==> src/rtl/aoc_map.vh <==
// register offsets, field positions, reset values and counts for the
// output control register bank; definitions only.
// assumes inclusion by bare name from the design files.
`ifndef AOC_MAP_VH
`define AOC_MAP_VH

// ==========================================================
// register offsets
`define AOC_OFS_CHAN      8'h04
`define AOC_OFS_LOUD      8'h05
`define AOC_OFS_GAIN      8'h06
`define AOC_OFS_FAULT     8'h07

// ==========================================================
// reset values
`define AOC_RST_CHAN      8'h00
`define AOC_RST_LOUD      8'h40
`define AOC_RST_GAIN      8'h11
`define AOC_RST_FAULT     8'h0c

// ==========================================================
// field positions
`define AOC_GAIN_ZRUN_BIT 7
`define AOC_GAIN_RNG_HI   5
`define AOC_GAIN_RNG_LO   4
`define AOC_GAIN_MUTE_BIT 0
`define AOC_FLT_OC_BIT    6
`define AOC_FLT_OT_BIT    5
`define AOC_FLT_MAN_BIT   4
`define AOC_FLT_LIM_HI    3
`define AOC_FLT_LIM_LO    2
`define AOC_FLT_POL_HI    1
`define AOC_FLT_POL_LO    0

// ==========================================================
// codes and counts
`define AOC_LOUD_SILENT   8'hff
`define AOC_POL_BOTH      2'h0
`define AOC_POL_OT        2'h1
`define AOC_POL_OC        2'h2
`define AOC_POL_NONE      2'h3
`define AOC_LIM_UNLIM     2'h3
`define AOC_ZERO_RUN_LEN  2048
`define AOC_RETRY_GAP     1024
`define AOC_FMT_TDM4      3'h2
`define AOC_FMT_TDM8      3'h3
`define AOC_FMT_TDM16     3'h4

`endif

==> src/rtl/aoc_zero_run.v <==
// counter of consecutive zero samples on the picked channel.
// assumes one sample strobe per frame, synchronous to clk_sys.
`timescale 1ns/1ps

module aoc_zero_run
#(
   parameter RUN_LEN = 2048
)
(
   input  wire clk_sys,
   input  wire arst_n,
   input  wire soft_restart,
   input  wire smp_valid,
   input  wire smp_zero,
   output reg  run_hit_q
);

   reg [11:0] cnt_q;

   // ======================================================
   // run counter; any nonzero sample restarts the run
   always @(posedge clk_sys or negedge arst_n)
   begin
      if (!arst_n)
      begin
         cnt_q     <= 12'h000;
         run_hit_q <= 1'b0;
      end
      else if (soft_restart)
      begin
         cnt_q     <= 12'h000;
         run_hit_q <= 1'b0;
      end
      else if (smp_valid)
      begin
         if (!smp_zero)
         begin
            cnt_q     <= 12'h000;
            run_hit_q <= 1'b0;
         end
         else if (cnt_q == RUN_LEN[11:0] - 12'h001)
            run_hit_q <= 1'b1;
         else
            cnt_q <= cnt_q + 12'h001;
      end
   end

endmodule

==> src/rtl/aoc_fault_retry.v <==
// fault recovery sequencer: paces automatic retries and passes manual ones when policy is 11.
// assumes fault levels already sampled on clk_sys.
`timescale 1ns/1ps
`include "aoc_map.vh"

module aoc_fault_retry
#(
   parameter GAP = 1024
)
(
   input  wire       clk_sys,
   input  wire       arst_n,
   input  wire       soft_restart,
   input  wire       oc_flag,
   input  wire       ot_flag,
   input  wire [1:0] policy,
   input  wire [1:0] limit,
   input  wire       manual_trig,
   output reg        retry_q
);

   localparam ST_IDLE  = 3'b001;
   localparam ST_WAIT  = 3'b010;
   localparam ST_SPENT = 3'b100;

   reg [2:0]  st_q;
   reg [2:0]  st_d;
   reg [10:0] gap_q;
   reg [2:0]  tries_q;
   reg        covered;
   reg        limit_hit;

   // ======================================================
   // which faults the policy recovers, and the attempt ceiling
   always @*
   begin
      case (policy)
         `AOC_POL_BOTH: covered = oc_flag | ot_flag;
         `AOC_POL_OT:   covered = ot_flag & ~oc_flag;
         `AOC_POL_OC:   covered = oc_flag & ~ot_flag;
         default:       covered = 1'b0;
      endcase
      case (limit)
         2'h0:    limit_hit = (tries_q == 3'd1);
         2'h1:    limit_hit = (tries_q == 3'd3);
         2'h2:    limit_hit = (tries_q == 3'd7);
         default: limit_hit = 1'b0;
      endcase
   end

   // ======================================================
   // next state: wait a gap while a covered fault stands, then retry
   always @*
   begin
      st_d = st_q;
      case (st_q)
         ST_IDLE:  if (covered) st_d = limit_hit ? ST_SPENT : ST_WAIT;
         ST_WAIT:  if (!covered) st_d = ST_IDLE;
                   else if (gap_q == GAP[10:0] - 11'h001) st_d = ST_IDLE;
         ST_SPENT: if (!(oc_flag | ot_flag)) st_d = ST_IDLE;
         default:  st_d = ST_IDLE;
      endcase
   end

   // ======================================================
   // state, gap timer, attempt count; tries reset once faults clear
   always @(posedge clk_sys or negedge arst_n)
   begin
      if (!arst_n)
      begin
         st_q    <= ST_IDLE;
         gap_q   <= 11'h000;
         tries_q <= 3'h0;
         retry_q <= 1'b0;
      end
      else if (soft_restart)
      begin
         st_q    <= ST_IDLE;
         gap_q   <= 11'h000;
         tries_q <= 3'h0;
         retry_q <= 1'b0;
      end
      else
      begin
         st_q    <= st_d;
         gap_q   <= (st_q == ST_WAIT) ? gap_q + 11'h001 : 11'h000;
         retry_q <= 1'b0;
         if (st_q == ST_WAIT && st_d == ST_IDLE && covered)
         begin
            retry_q <= 1'b1;
            if (tries_q != 3'h7)
               tries_q <= tries_q + 3'h1;
         end
         else if (manual_trig && policy == `AOC_POL_NONE)
            retry_q <= 1'b1;
         else if (!(oc_flag | ot_flag))
            tries_q <= 3'h0;
      end
   end

endmodule

==> src/rtl/aoc_regs.v <==
// output control register bank with channel pick, loudness scaling,
// silencing and fault recovery control.
// assumes a two-wire bus controller giving one-cycle read and write
// strobes, and a serial receiver giving one strobe per received slot.
`timescale 1ns/1ps
`include "aoc_map.vh"

// Operation
// - four-bit code routes channel n to output
// - loudness resets 0x40, unity gain, 0 gives +24dB
// - 0.375 dB steps down; 0xff silences
// - active zero-run silence after 2048 zeros
// - two-bit field selects modulator range
// - global silence bit mutes output
// - gain register resets to 0x11
// - read-only overcurrent and overheat flags
// - manual retry only when policy is 11
// - retry limit one, three, seven, unlimited
// - policy selects which faults auto-recover
// - fault register resets to 0x0c
// - soft restart returns every writable field to reset
module aoc_regs
#(
   parameter SW        = 24,
   parameter ZRUN      = `AOC_ZERO_RUN_LEN,
   parameter RETRY_GAP = `AOC_RETRY_GAP
)
(
   input  wire          clk_sys,
   input  wire          arst_n,
   input  wire          soft_restart,
   input  wire          reg_wr,
   input  wire          reg_rd,
   input  wire [7:0]    reg_addr,
   input  wire [7:0]    reg_wdata,
   output reg  [7:0]    reg_rdata_q,
   input  wire [2:0]    frame_fmt,
   input  wire          slot_valid,
   input  wire [3:0]    slot_index,
   input  wire [SW-1:0] slot_data,
   input  wire          oc_fault,
   input  wire          ot_fault,
   output reg           out_valid_q,
   output reg  [SW-1:0] out_sample_q,
   output reg  [1:0]    range_sel_q,
   output wire          retry_q
);

   localparam PW = SW + 17;
   localparam WW = PW + 8;

   // register fields
   reg  [3:0]           channel_pick_q;
   reg  [7:0]           loudness_code_q;
   reg                  zero_run_silence_q;
   reg                  master_mute_q;
   reg                  overcurrent_flag_q;
   reg                  overheat_flag_q;
   reg  [1:0]           retry_limit_q;
   reg  [1:0]           auto_retry_policy_q;
   reg                  manual_retry_trigger_q;
   // datapath
   reg                  pick_valid_q;
   reg  signed [SW-1:0] pick_data_q;
   reg                  mul_valid_q;
   reg  signed [PW-1:0] prod_q;
   reg  [3:0]           mul_exp_q;
   reg                  mul_silent_q;
   reg  [4:0]           nslots;
   reg  signed [WW-1:0] wide;
   reg  signed [WW-1:0] shifted;
   wire                 zero_hit;
   wire                 chan_ok;
   wire                 last_slot;

   // ======================================================
   // fine step of the loudness curve: 2^(-k/16) in q1.15
   function [15:0] mant;
      input [3:0] k;
      begin
         case (k)
            4'h0:    mant = 16'h8000;
            4'h1:    mant = 16'h7a93;
            4'h2:    mant = 16'h7560;
            4'h3:    mant = 16'h7066;
            4'h4:    mant = 16'h6ba2;
            4'h5:    mant = 16'h6712;
            4'h6:    mant = 16'h62b4;
            4'h7:    mant = 16'h5e84;
            4'h8:    mant = 16'h5a82;
            4'h9:    mant = 16'h56ac;
            4'ha:    mant = 16'h52ff;
            4'hb:    mant = 16'h4f7b;
            4'hc:    mant = 16'h4c1c;
            4'hd:    mant = 16'h48e2;
            4'he:    mant = 16'h45cb;
            default: mant = 16'h42d5;
         endcase
      end
   endfunction

   // ======================================================
   // clamp a widened sample back to the output width
   function [SW-1:0] sat;
      input signed [WW-1:0] v;
      begin
         if (v > $signed({{(WW-SW+1){1'b0}}, {(SW-1){1'b1}}}))
            sat = {1'b0, {(SW-1){1'b1}}};
         else if (v < $signed({{(WW-SW+1){1'b1}}, {(SW-1){1'b0}}}))
            sat = {1'b1, {(SW-1){1'b0}}};
         else
            sat = v[SW-1:0];
      end
   endfunction

   // ======================================================
   // register writes; soft restart has the same effect as reset
   always @(posedge clk_sys or negedge arst_n)
   begin
      if (!arst_n)
      begin
         channel_pick_q         <= 4'h0;
         loudness_code_q        <= `AOC_RST_LOUD;
         zero_run_silence_q     <= 1'b0;
         range_sel_q            <= 2'h1;
         master_mute_q          <= 1'b1;
         retry_limit_q          <= 2'h3;
         auto_retry_policy_q    <= 2'h0;
         manual_retry_trigger_q <= 1'b0;
      end
      else if (soft_restart)
      begin
         channel_pick_q         <= 4'h0;
         loudness_code_q        <= `AOC_RST_LOUD;
         zero_run_silence_q     <= 1'b0;
         range_sel_q            <= 2'h1;
         master_mute_q          <= 1'b1;
         retry_limit_q          <= 2'h3;
         auto_retry_policy_q    <= 2'h0;
         manual_retry_trigger_q <= 1'b0;
      end
      else
      begin
         manual_retry_trigger_q <= 1'b0;
         if (reg_wr)
         begin
            case (reg_addr)
               `AOC_OFS_CHAN:
                  channel_pick_q <= reg_wdata[3:0];
               `AOC_OFS_LOUD:
                  loudness_code_q <= reg_wdata;
               `AOC_OFS_GAIN:
               begin
                  zero_run_silence_q <= reg_wdata[`AOC_GAIN_ZRUN_BIT];
                  range_sel_q <=
                     reg_wdata[`AOC_GAIN_RNG_HI:`AOC_GAIN_RNG_LO];
                  master_mute_q <= reg_wdata[`AOC_GAIN_MUTE_BIT];
               end
               `AOC_OFS_FAULT:
               begin
                  manual_retry_trigger_q <=
                     reg_wdata[`AOC_FLT_MAN_BIT];
                  retry_limit_q <=
                     reg_wdata[`AOC_FLT_LIM_HI:`AOC_FLT_LIM_LO];
                  auto_retry_policy_q <=
                     reg_wdata[`AOC_FLT_POL_HI:`AOC_FLT_POL_LO];
               end
               default: ;
            endcase
         end
      end
   end

   // ======================================================
   // fault levels are live status, not latched
   always @(posedge clk_sys or negedge arst_n)
   begin
      if (!arst_n)
      begin
         overcurrent_flag_q <= 1'b0;
         overheat_flag_q    <= 1'b0;
      end
      else
      begin
         overcurrent_flag_q <= oc_fault;
         overheat_flag_q    <= ot_fault;
      end
   end

   // ======================================================
   // read data, one cycle after the strobe; unmapped reads give zero
   always @(posedge clk_sys or negedge arst_n)
   begin
      if (!arst_n)
         reg_rdata_q <= 8'h00;
      else if (reg_rd)
      begin
         case (reg_addr)
            `AOC_OFS_CHAN:  reg_rdata_q <= {4'h0, channel_pick_q};
            `AOC_OFS_LOUD:  reg_rdata_q <= loudness_code_q;
            `AOC_OFS_GAIN:  reg_rdata_q <= {zero_run_silence_q, 1'b0,
                                            range_sel_q, 3'h0,
                                            master_mute_q};
            `AOC_OFS_FAULT: reg_rdata_q <= {1'b0, overcurrent_flag_q,
                                            overheat_flag_q, 1'b0,
                                            retry_limit_q,
                                            auto_retry_policy_q};
            default:        reg_rdata_q <= 8'h00;
         endcase
      end
   end

   // ======================================================
   // slots carried by the current frame format
   always @*
   begin
      case (frame_fmt)
         `AOC_FMT_TDM4:  nslots = 5'd4;
         `AOC_FMT_TDM8:  nslots = 5'd8;
         `AOC_FMT_TDM16: nslots = 5'd16;
         default:        nslots = 5'd2;
      endcase
   end

   assign chan_ok   = ({1'b0, channel_pick_q} < nslots);
   assign last_slot = ({1'b0, slot_index} == nslots - 5'd1);

   // ======================================================
   // channel pick; a pick past the frame emits silence at frame end
   always @(posedge clk_sys or negedge arst_n)
   begin
      if (!arst_n)
      begin
         pick_valid_q <= 1'b0;
         pick_data_q  <= {SW{1'b0}};
      end
      else
      begin
         pick_valid_q <= 1'b0;
         if (slot_valid && chan_ok && slot_index == channel_pick_q)
         begin
            pick_valid_q <= 1'b1;
            pick_data_q  <= slot_data;
         end
         else if (slot_valid && !chan_ok && last_slot)
         begin
            pick_valid_q <= 1'b1;
            pick_data_q  <= {SW{1'b0}};
         end
      end
   end

   aoc_zero_run #(
      .RUN_LEN      (ZRUN)
   ) u_zero_run (
      .clk_sys      (clk_sys),
      .arst_n       (arst_n),
      .soft_restart (soft_restart),
      .smp_valid    (pick_valid_q),
      .smp_zero     (pick_data_q == {SW{1'b0}}),
      .run_hit_q    (zero_hit)
   );

   // ======================================================
   // multiply by the fine step; coarse 6 dB shift follows
   always @(posedge clk_sys or negedge arst_n)
   begin
      if (!arst_n)
      begin
         mul_valid_q  <= 1'b0;
         prod_q       <= {PW{1'b0}};
         mul_exp_q    <= 4'h0;
         mul_silent_q <= 1'b1;
      end
      else
      begin
         mul_valid_q  <= pick_valid_q;
         prod_q       <= pick_data_q * $signed({1'b0,
                         mant(loudness_code_q[3:0])});
         mul_exp_q    <= loudness_code_q[7:4];
         // hard zero instead of a ramp: keeps the path short, but a
         // mute mid-waveform can click
         mul_silent_q <= (loudness_code_q == `AOC_LOUD_SILENT)
                         | master_mute_q
                         | (zero_hit & ~zero_run_silence_q);
      end
   end

   // gain 2^(4 - exp) x fine step; exp 4 with step 0 is unity
   always @*
   begin
      wide    = {{4{prod_q[PW-1]}}, prod_q, 4'h0};
      shifted = wide >>> (5'd15 + {1'b0, mul_exp_q});
   end

   // ======================================================
   // output stage
   always @(posedge clk_sys or negedge arst_n)
   begin
      if (!arst_n)
      begin
         out_valid_q  <= 1'b0;
         out_sample_q <= {SW{1'b0}};
      end
      else
      begin
         out_valid_q <= mul_valid_q;
         if (mul_valid_q)
            out_sample_q <= mul_silent_q ? {SW{1'b0}} : sat(shifted);
      end
   end

   aoc_fault_retry #(
      .GAP          (RETRY_GAP)
   ) u_fault_retry (
      .clk_sys      (clk_sys),
      .arst_n       (arst_n),
      .soft_restart (soft_restart),
      .oc_flag      (overcurrent_flag_q),
      .ot_flag      (overheat_flag_q),
      .policy       (auto_retry_policy_q),
      .limit        (retry_limit_q),
      .manual_trig  (manual_retry_trigger_q),
      .retry_q      (retry_q)
   );

endmodule

==> config.mk <==
export PLATFORM = sky130hd
export DESIGN_NAME = aoc_regs
export DESIGN_NICKNAME = d
export VERILOG_FILES = /design/src/rtl/aoc_zero_run.v /design/src/rtl/aoc_fault_retry.v /design/src/rtl/aoc_regs.v
export VERILOG_INCLUDE_DIRS = /design/src /design/src/rtl
export SDC_FILE = /design/constraint.sdc
export NUM_CORES = 1
export LEC_CHECK = 0
export ABC_AREA = 1
export BUFFER_PORTS_ARGS = -buffer_cell sky130_fd_sc_hd__buf_2
export CORE_ASPECT_RATIO = 1.2
export CORE_MARGIN = 10
export CORE_UTILIZATION = 45
export DETAILED_ROUTE_END_ITERATION = 12
export PLACE_DENSITY = 0.63
export SYNTH_ARGS = -nofsm -noshare
export SYNTH_HDL_FRONTEND = slang
export SYNTH_SLANG_ARGS = --single-unit
==> constraint.sdc <==
create_clock -name clk_sys -period 6.23 [get_ports clk_sys]
set_clock_uncertainty 0.15 [all_clocks]
set_input_delay 0.623 -clock clk_sys [delete_from_list [all_inputs] [get_ports clk_sys]]
set_output_delay 0.623 -clock clk_sys [all_outputs]
set_load 0.02 [all_outputs]
# Word level (Yosys, flattened, before mapping)
# Memory sizes are Yosys's and may differ from the RTL's.
# Cells that the tools add are included.
[totals]
reg_bits = 159
latchBits = 0
ram_bits = 0
romBits = 256
inputBits = 55
elab_cells = 160
n_memories = 1
[memory_table]
columns = ["memory", "depth", "word_bits", "read_ports", "rd_ports_with_merged_regs", "wr", "line_no", "source"]
rows = [
  ["(no name shown)", 16, 16, 1, 0, 0, "aoc_regs.v:81", "case (k)"],
]
[classes]
add_sub_neg = 5
multipliers = 1
n_div = 0
magnitude_cmp = 3
eq_ne = 30
shifts = 1
muxes = 60
bitwise_logic = 9
reduce_logical = 25
[ops]
columns = ["cell", "count"]
rows = [
  ["two-way mux 24 bit", 5],
  ["> comparator 49 x 24 -> 1 bit, second input constant", 1],
  ["< comparator 49 x 24 -> 1 bit, second input constant", 1],
  [">>> shifter 45 x 5 -> 49 bit", 1],
  ["two-way mux 12 bit", 4],
  ["multiplier 24 x 17 -> 41 bit", 1],
  ["two-way mux 3 bit", 11],
  ["== test 8 x 3 -> 1 bit, second input constant", 4],
  ["one-hot mux 8 bit (4 select lines)", 1],
  ["zero test 24 bit", 1],
  ["two-way mux 8 bit", 3],
  ["two-way mux 11 bit", 2],
  ["two-way mux 1 bit", 18],
  ["two-way mux 2 bit", 9],
  ["!= test 3 bit, second input constant", 5],
  ["one-hot mux 5 bit (3 select lines)", 1],
  ["nonzero test 2 bit", 7],
  ["adder 12 x 1 -> 12 bit, second input constant", 1],
  ["== test 12 x 11 -> 1 bit, second input constant", 1],
  ["== test 3 x 2 -> 1 bit, second input constant", 4],
  ["two-way mux 4 bit", 3],
  ["AND reduction 2 bit", 6],
  ["adder 11 x 1 -> 11 bit, second input constant", 1],
  ["== test 11 x 10 -> 1 bit, second input constant", 1],
  ["other kinds (21)", 42],
]

# Longest topological paths before layout
[depth]
ltp_word = 10
ltp_mapped = 32

# Modules after synthesis
# From an unflattened synthesis, not the netlist that was laid out.
[hier_totals]
cells_unflattened = 3055
hier_area_um2 = 23505.0
[modules_own_cells]
columns = ["mod", "instances", "cells_per_inst", "area_each_um2", "seq_area_each_um2"]
rows = [
  ["aoc_regs", 1, 2802, 21603.2, 3210.6],
  ["aoc_fault_retry", 1, 137, 1063.5, 451.7],
  ["aoc_zero_run", 1, 116, 838.3, 325.3],
]

# Least setup slack after synthesis
# OpenSTA, ideal clock, no wires.
[synth_timing]
path_type = "register to register"
from = "register loudness_code_q[0]"
to = "register prod_q[39]"
setup_ns = 0.079
t_arrival_ns = 6.671
required_ns = 6.001
slack_ns = -0.670
stages_incl_launch_ff = 29
path_buffers = 1
period_less_slack_ns = 6.900
path_cell_list = "dfrtp_1 inv_1 ha_1 inv_1 a21oi_1 o21ai_0 nand2_1 inv_1 clkbuf_1 nand2_1 fa_1 fa_1 inv_1 fa_1 fa_1 fa_1 inv_1 fa_1 inv_1 ha_1 nand2_1 nor2_1 inv_1 nor4_1 o21ai_0 nand3_1 nand3_1 nand2_1 xor2_1"
[synth_between]
elab_chain_cells = 2
[synth_rtl]
columns = ["element", "line_no", "source"]
rows = [
  ["start, declared", "aoc_regs.v:54", "reg [7:0] loudness_code_q;"],
  ["start signal, assigned", "aoc_regs.v:123", "loudness_code_q <= `AOC_RST_LOUD;"],
  ["start signal, assigned", "aoc_regs.v:134", "loudness_code_q <= `AOC_RST_LOUD;"],
  ["start signal, assigned", "aoc_regs.v:151", "loudness_code_q <= reg_wdata;"],
  ["memory read (16 x 16 bit)", "-", ""],
  ["multiplier 24 x 17 -> 41 bit", "aoc_regs.v:278", "prod_q <= pick_data_q * $signed({1'b0,"],
  ["end signal, assigned", "aoc_regs.v:271", "prod_q <= {PW{1'b0}};"],
  ["end signal, assigned", "aoc_regs.v:278", ""],
  ["end, declared", "aoc_regs.v:66", "reg signed [PW-1:0] prod_q;"],
]
# No other way between the ends.
# A chain may end at the register's enable or synchronous reset.

# Worst setup path after layout
[layout_timing]
from = "register loudness_code_q[1]"
to = "register prod_q[25]"
# Same word-level chain as after synthesis.

==> results.yml <==
outcome:
  status: "finished, violations left"
  violations: "setup timing"
cells_and_area:
  design_area_um2: 29200
  num_antenna_cells: 0
  nets: 3899
  finish.utilization: 0.570
  drive_above_1_share: 0.244
  final_cells: 4014
  area_delta_synth_final_pct: 25.7
synthesis:
  synthesis.area_um2: 23200
  synth_nets: 3542
  synth_top_flop_cell: "dfrtp_1"
  syn_area_per_cell_um2: 7.77
  syn_inst: 2993
  ys_async_sr_fraction: 1.00
  ys_seq_area_frac: 0.172
  ys_warn_count: 0
  ys_seq_elements: 159
  synth_edf_count: 0
  yosysUniqueCellTypes: 53
drt:
  wirelength_mm: 76.4
  dr.pass1.iters: 5
  via_per_inst: 5.24
  wl_per_cell_um: 19.0
  vias: 21000
  drc: 0
  drtIter0Drc: 1387
  drtAntennaViolNets: 0
global_routing:
  antenna_found_initial: 1
  grt-ovfl-total: 0
  grt_max_degree: 72
  grt_pass1_vias: 22500
  grt_pass1_wl_mm: 121
  track_usage: 0.259
place:
  gp_congestion: 0.990
  place_area_um2: 26800
  place_hpwl_mm: 60.8
  port_buffers: 90
  place_inst: 3925
worst_setup_path:
  cp-start-kind: "flip-flop"
  cp.arrival_ns: 6.88
  path_class: "flip-flop to flip-flop"
  end_kind: "flip-flop"
  path_common_cell: "fa_1"
  critPathSlowestCell: "fa_1"
  crit_required_ns: 6.50
  worstPathMaxFanout: 8
  r2r_setup_slack_ns: -0.38
  slowest_delay_ns: 0.54
clock_tree:
  cts_sinks: 159
  clk_pin_slew_ns: 0.08
  cts_tree: "yes"
  htree_num_levels: 4
  max-clock-path-buffers: 2
  numCtsBuffers: 17
  clock-root-buffer: "clkbuf_16"
  clkLatencyLatePin_ns: 0.51
floorplanning:
  die_h_um: 269
  dieWidth_um: 227
  core_um2: 51200
  initial_core_util: 0.454
  die_area_um2: 61200
  boundaryPins: 91
  std_cell_rows: 91
hold_path:
  hold_class: "input pin to flip-flop"
sta:
  layout_setup_ws_ns: -0.375
  period_minus_slack_ns: 6.61
  setup_violations: 25
  finalCritPeriodShare: 1.06
  rsz0062_at_grt: "yes"
  worst_pin_slew_ns: 1.03
  slew_headroom: 0.312
  fin_setup_tns_ns: -6.25
  slew_viol_final: 0
  max_clock_freq_ghz: 0.151
  finalHoldViolations: 0
job:
  cap_violations: 0
repair_timing:
action	4_1_cts	5_1_grt
hold buffers	1	0
setup endpoints to repair	27	31
cloned	3	0
endpoints found under the hold margin	39	0
pin swaps	61	141
gates resized for setup	178	190
setup buffers	32	27
state kept, by name, indices dropped and copies added (netlist names), 2 cells and up:
| name | count |
|---|---|
| auto_retry_policy_q | 2 |
| channel_pick_q | 4 |
| loudness_code_q | 8 |
| mul_exp_q | 4 |
| out_sample_q | 24 |
| pick_data_q | 24 |
| prod_q | 41 |
| range_sel_q | 2 |
| reg_rdata_q | 8 |
| retry_limit_q | 2 |
| u_fault_retry.gap_q | 11 |
| u_fault_retry.st_q | 3 |
| u_fault_retry.tries_q | 3 |
| u_zero_run.cnt_q | 12 |
worst paths after layout:
| path | startpoint | cells past startpoint | end |
|---|---|---|---|
| hold / removal | ot_fault | 1 | overheat_flag_q |
| max in group asynchronous | arst_n | 3 | reg_rdata_q[7] |
| setup / recovery | loudness_code_q[1] | 31 | prod_q[25] |
| setup reg to reg | loudness_code_q[1] | 31 | prod_q[25] |
| min in group asynchronous | arst_n | 2 | prod_q[2] |
| hold reg to reg | mul_valid_q | 0 | out_valid_q |
logic make-up (layout without fill, tap and decap cells):
group | after synthesis | in the layout | synth area share
simple gates | 1219 | 1219 | 0.215
buf+inv | 762 | 1132 | 0.130
compound gates | 298 | 298 | 0.0725
flops | 159 | 159 | 0.172
xor+xnor | 50 | 50 | 0.0188
mux | 11 | 11 | 0.00474
fa+ha+maj | 494 | 494 | 0.388
cells in the mapped netlist, types with 4 or more instances:
| master | n | area share |
|---|---|---|
| clkinv_1 | 17 | 0.0027 |
| o211ai_1 | 6 | 0.0019 |
| o21a_1 | 9 | 0.0029 |
| dfrtp_1 | 152 | 0.16 |
| a211oi_1 | 4 | 0.0013 |
| clkbuf_1 | 71 | 0.011 |
| nand2_2 | 10 | 0.0027 |
| o21bai_1 | 4 | 0.0013 |
| nand3_1 | 177 | 0.038 |
| a221oi_1 | 4 | 0.0015 |
| or2_2 | 4 | 0.0011 |
| nand4_1 | 12 | 0.0032 |
| nor3b_1 | 4 | 0.0013 |
| inv_1 | 621 | 0.10 |
| nor3_1 | 18 | 0.0039 |
| buf_4 | 11 | 0.0036 |
| o22ai_1 | 28 | 0.0075 |
| fa_1 | 377 | 0.32 |
| inv_2 | 6 | 0.00097 |
| a21oi_1 | 68 | 0.015 |
| nor2_1 | 292 | 0.047 |
| buf_2 | 17 | 0.0037 |
| nand2_1 | 681 | 0.11 |
| nand3_2 | 7 | 0.0030 |
| buf_6 | 10 | 0.0048 |
| o21ai_0 | 140 | 0.030 |
| mux2i_1 | 11 | 0.0047 |
| nor4_1 | 5 | 0.0013 |
| xor2_1 | 30 | 0.011 |
| nor2_2 | 5 | 0.0013 |
| ha_1 | 117 | 0.063 |
| xnor2_1 | 20 | 0.0075 |
| buf_1 | 6 | 0.00097 |
| o31ai_1 | 4 | 0.0013 |
| o221ai_1 | 4 | 0.0015 |
| a31oi_1 | 15 | 0.0040 |
| dfstp_2 | 7 | 0.0079 |
worst max-delay path, delay by kind of cell, from the launching register on:
family                     cells  cell delay [ns]
adders and majority gates      8             3.49
buffers and inverters         11             1.08
AOI/OAI and AO/OA              6             0.82
DFF                            1             0.43
and+or+nand+nor                5             0.38
xor gates and xnor gates       1             0.13
routing by layer:
metal  GRT usage  wire (µm)  vias to the layer above
met5           0          0                        -
met3      0.0409       4650                      194
met4       0.123       4010                        0
met2       0.447      37700                      736
met1       0.311      30100                    10400
li1            -          -                     9739
metrics by stage:
stage	worst slack, ns	hold slack [ns]
after detailed placement	-0.667	0.233
after global routing	-0.622	0.0463
after floorplan	-0.0228	0.177
after global placement	-0.567	0.223
after CTS	-0.365	0.0424
final	-0.375	0.0717
layout by cell type, fill, tap and decap left out, types with 11 or more instances in the layout:
cell type,Yosys,layout
xnor2_1,20,20
o21ai_0,140,120
xor2_1,30,23
ha_4,0,39
ha_1,117,76
nand3_1,177,170
nor2_1,292,255
inv_1,621,556
buf_12,0,24
fa_1,377,361
nor2_4,0,11
clkinv_1,17,14
mux2i_1,11,11
a21oi_1,68,38
buf_2,17,89
o21ai_2,1,12
nand3_2,7,14
nor3_1,18,15
dfrtp_1,152,150
nor2_2,5,31
fa_2,0,16
o22ai_1,28,28
buf_6,10,39
nand2_4,1,11
a21oi_2,0,21
nand2_2,10,48
clkbuf_16,0,17
buf_4,11,298
nand4_1,12,12
inv_2,6,63
nand2_1,681,632
area by class of cell:
class	count	area, µm²
Fill cell	4667	22000
Multi-Input combinational cell	2072	17600
Sequential cell	159	3990
Timing Repair Buffer	454	3680
Inverter	646	2480
Tap cell	651	815
Clock buffer	17	425
Clock inverter	15	209
Power is not shown: default switching activity piles up to over one toggle a cycle in this logic, so the estimate is an artifact.
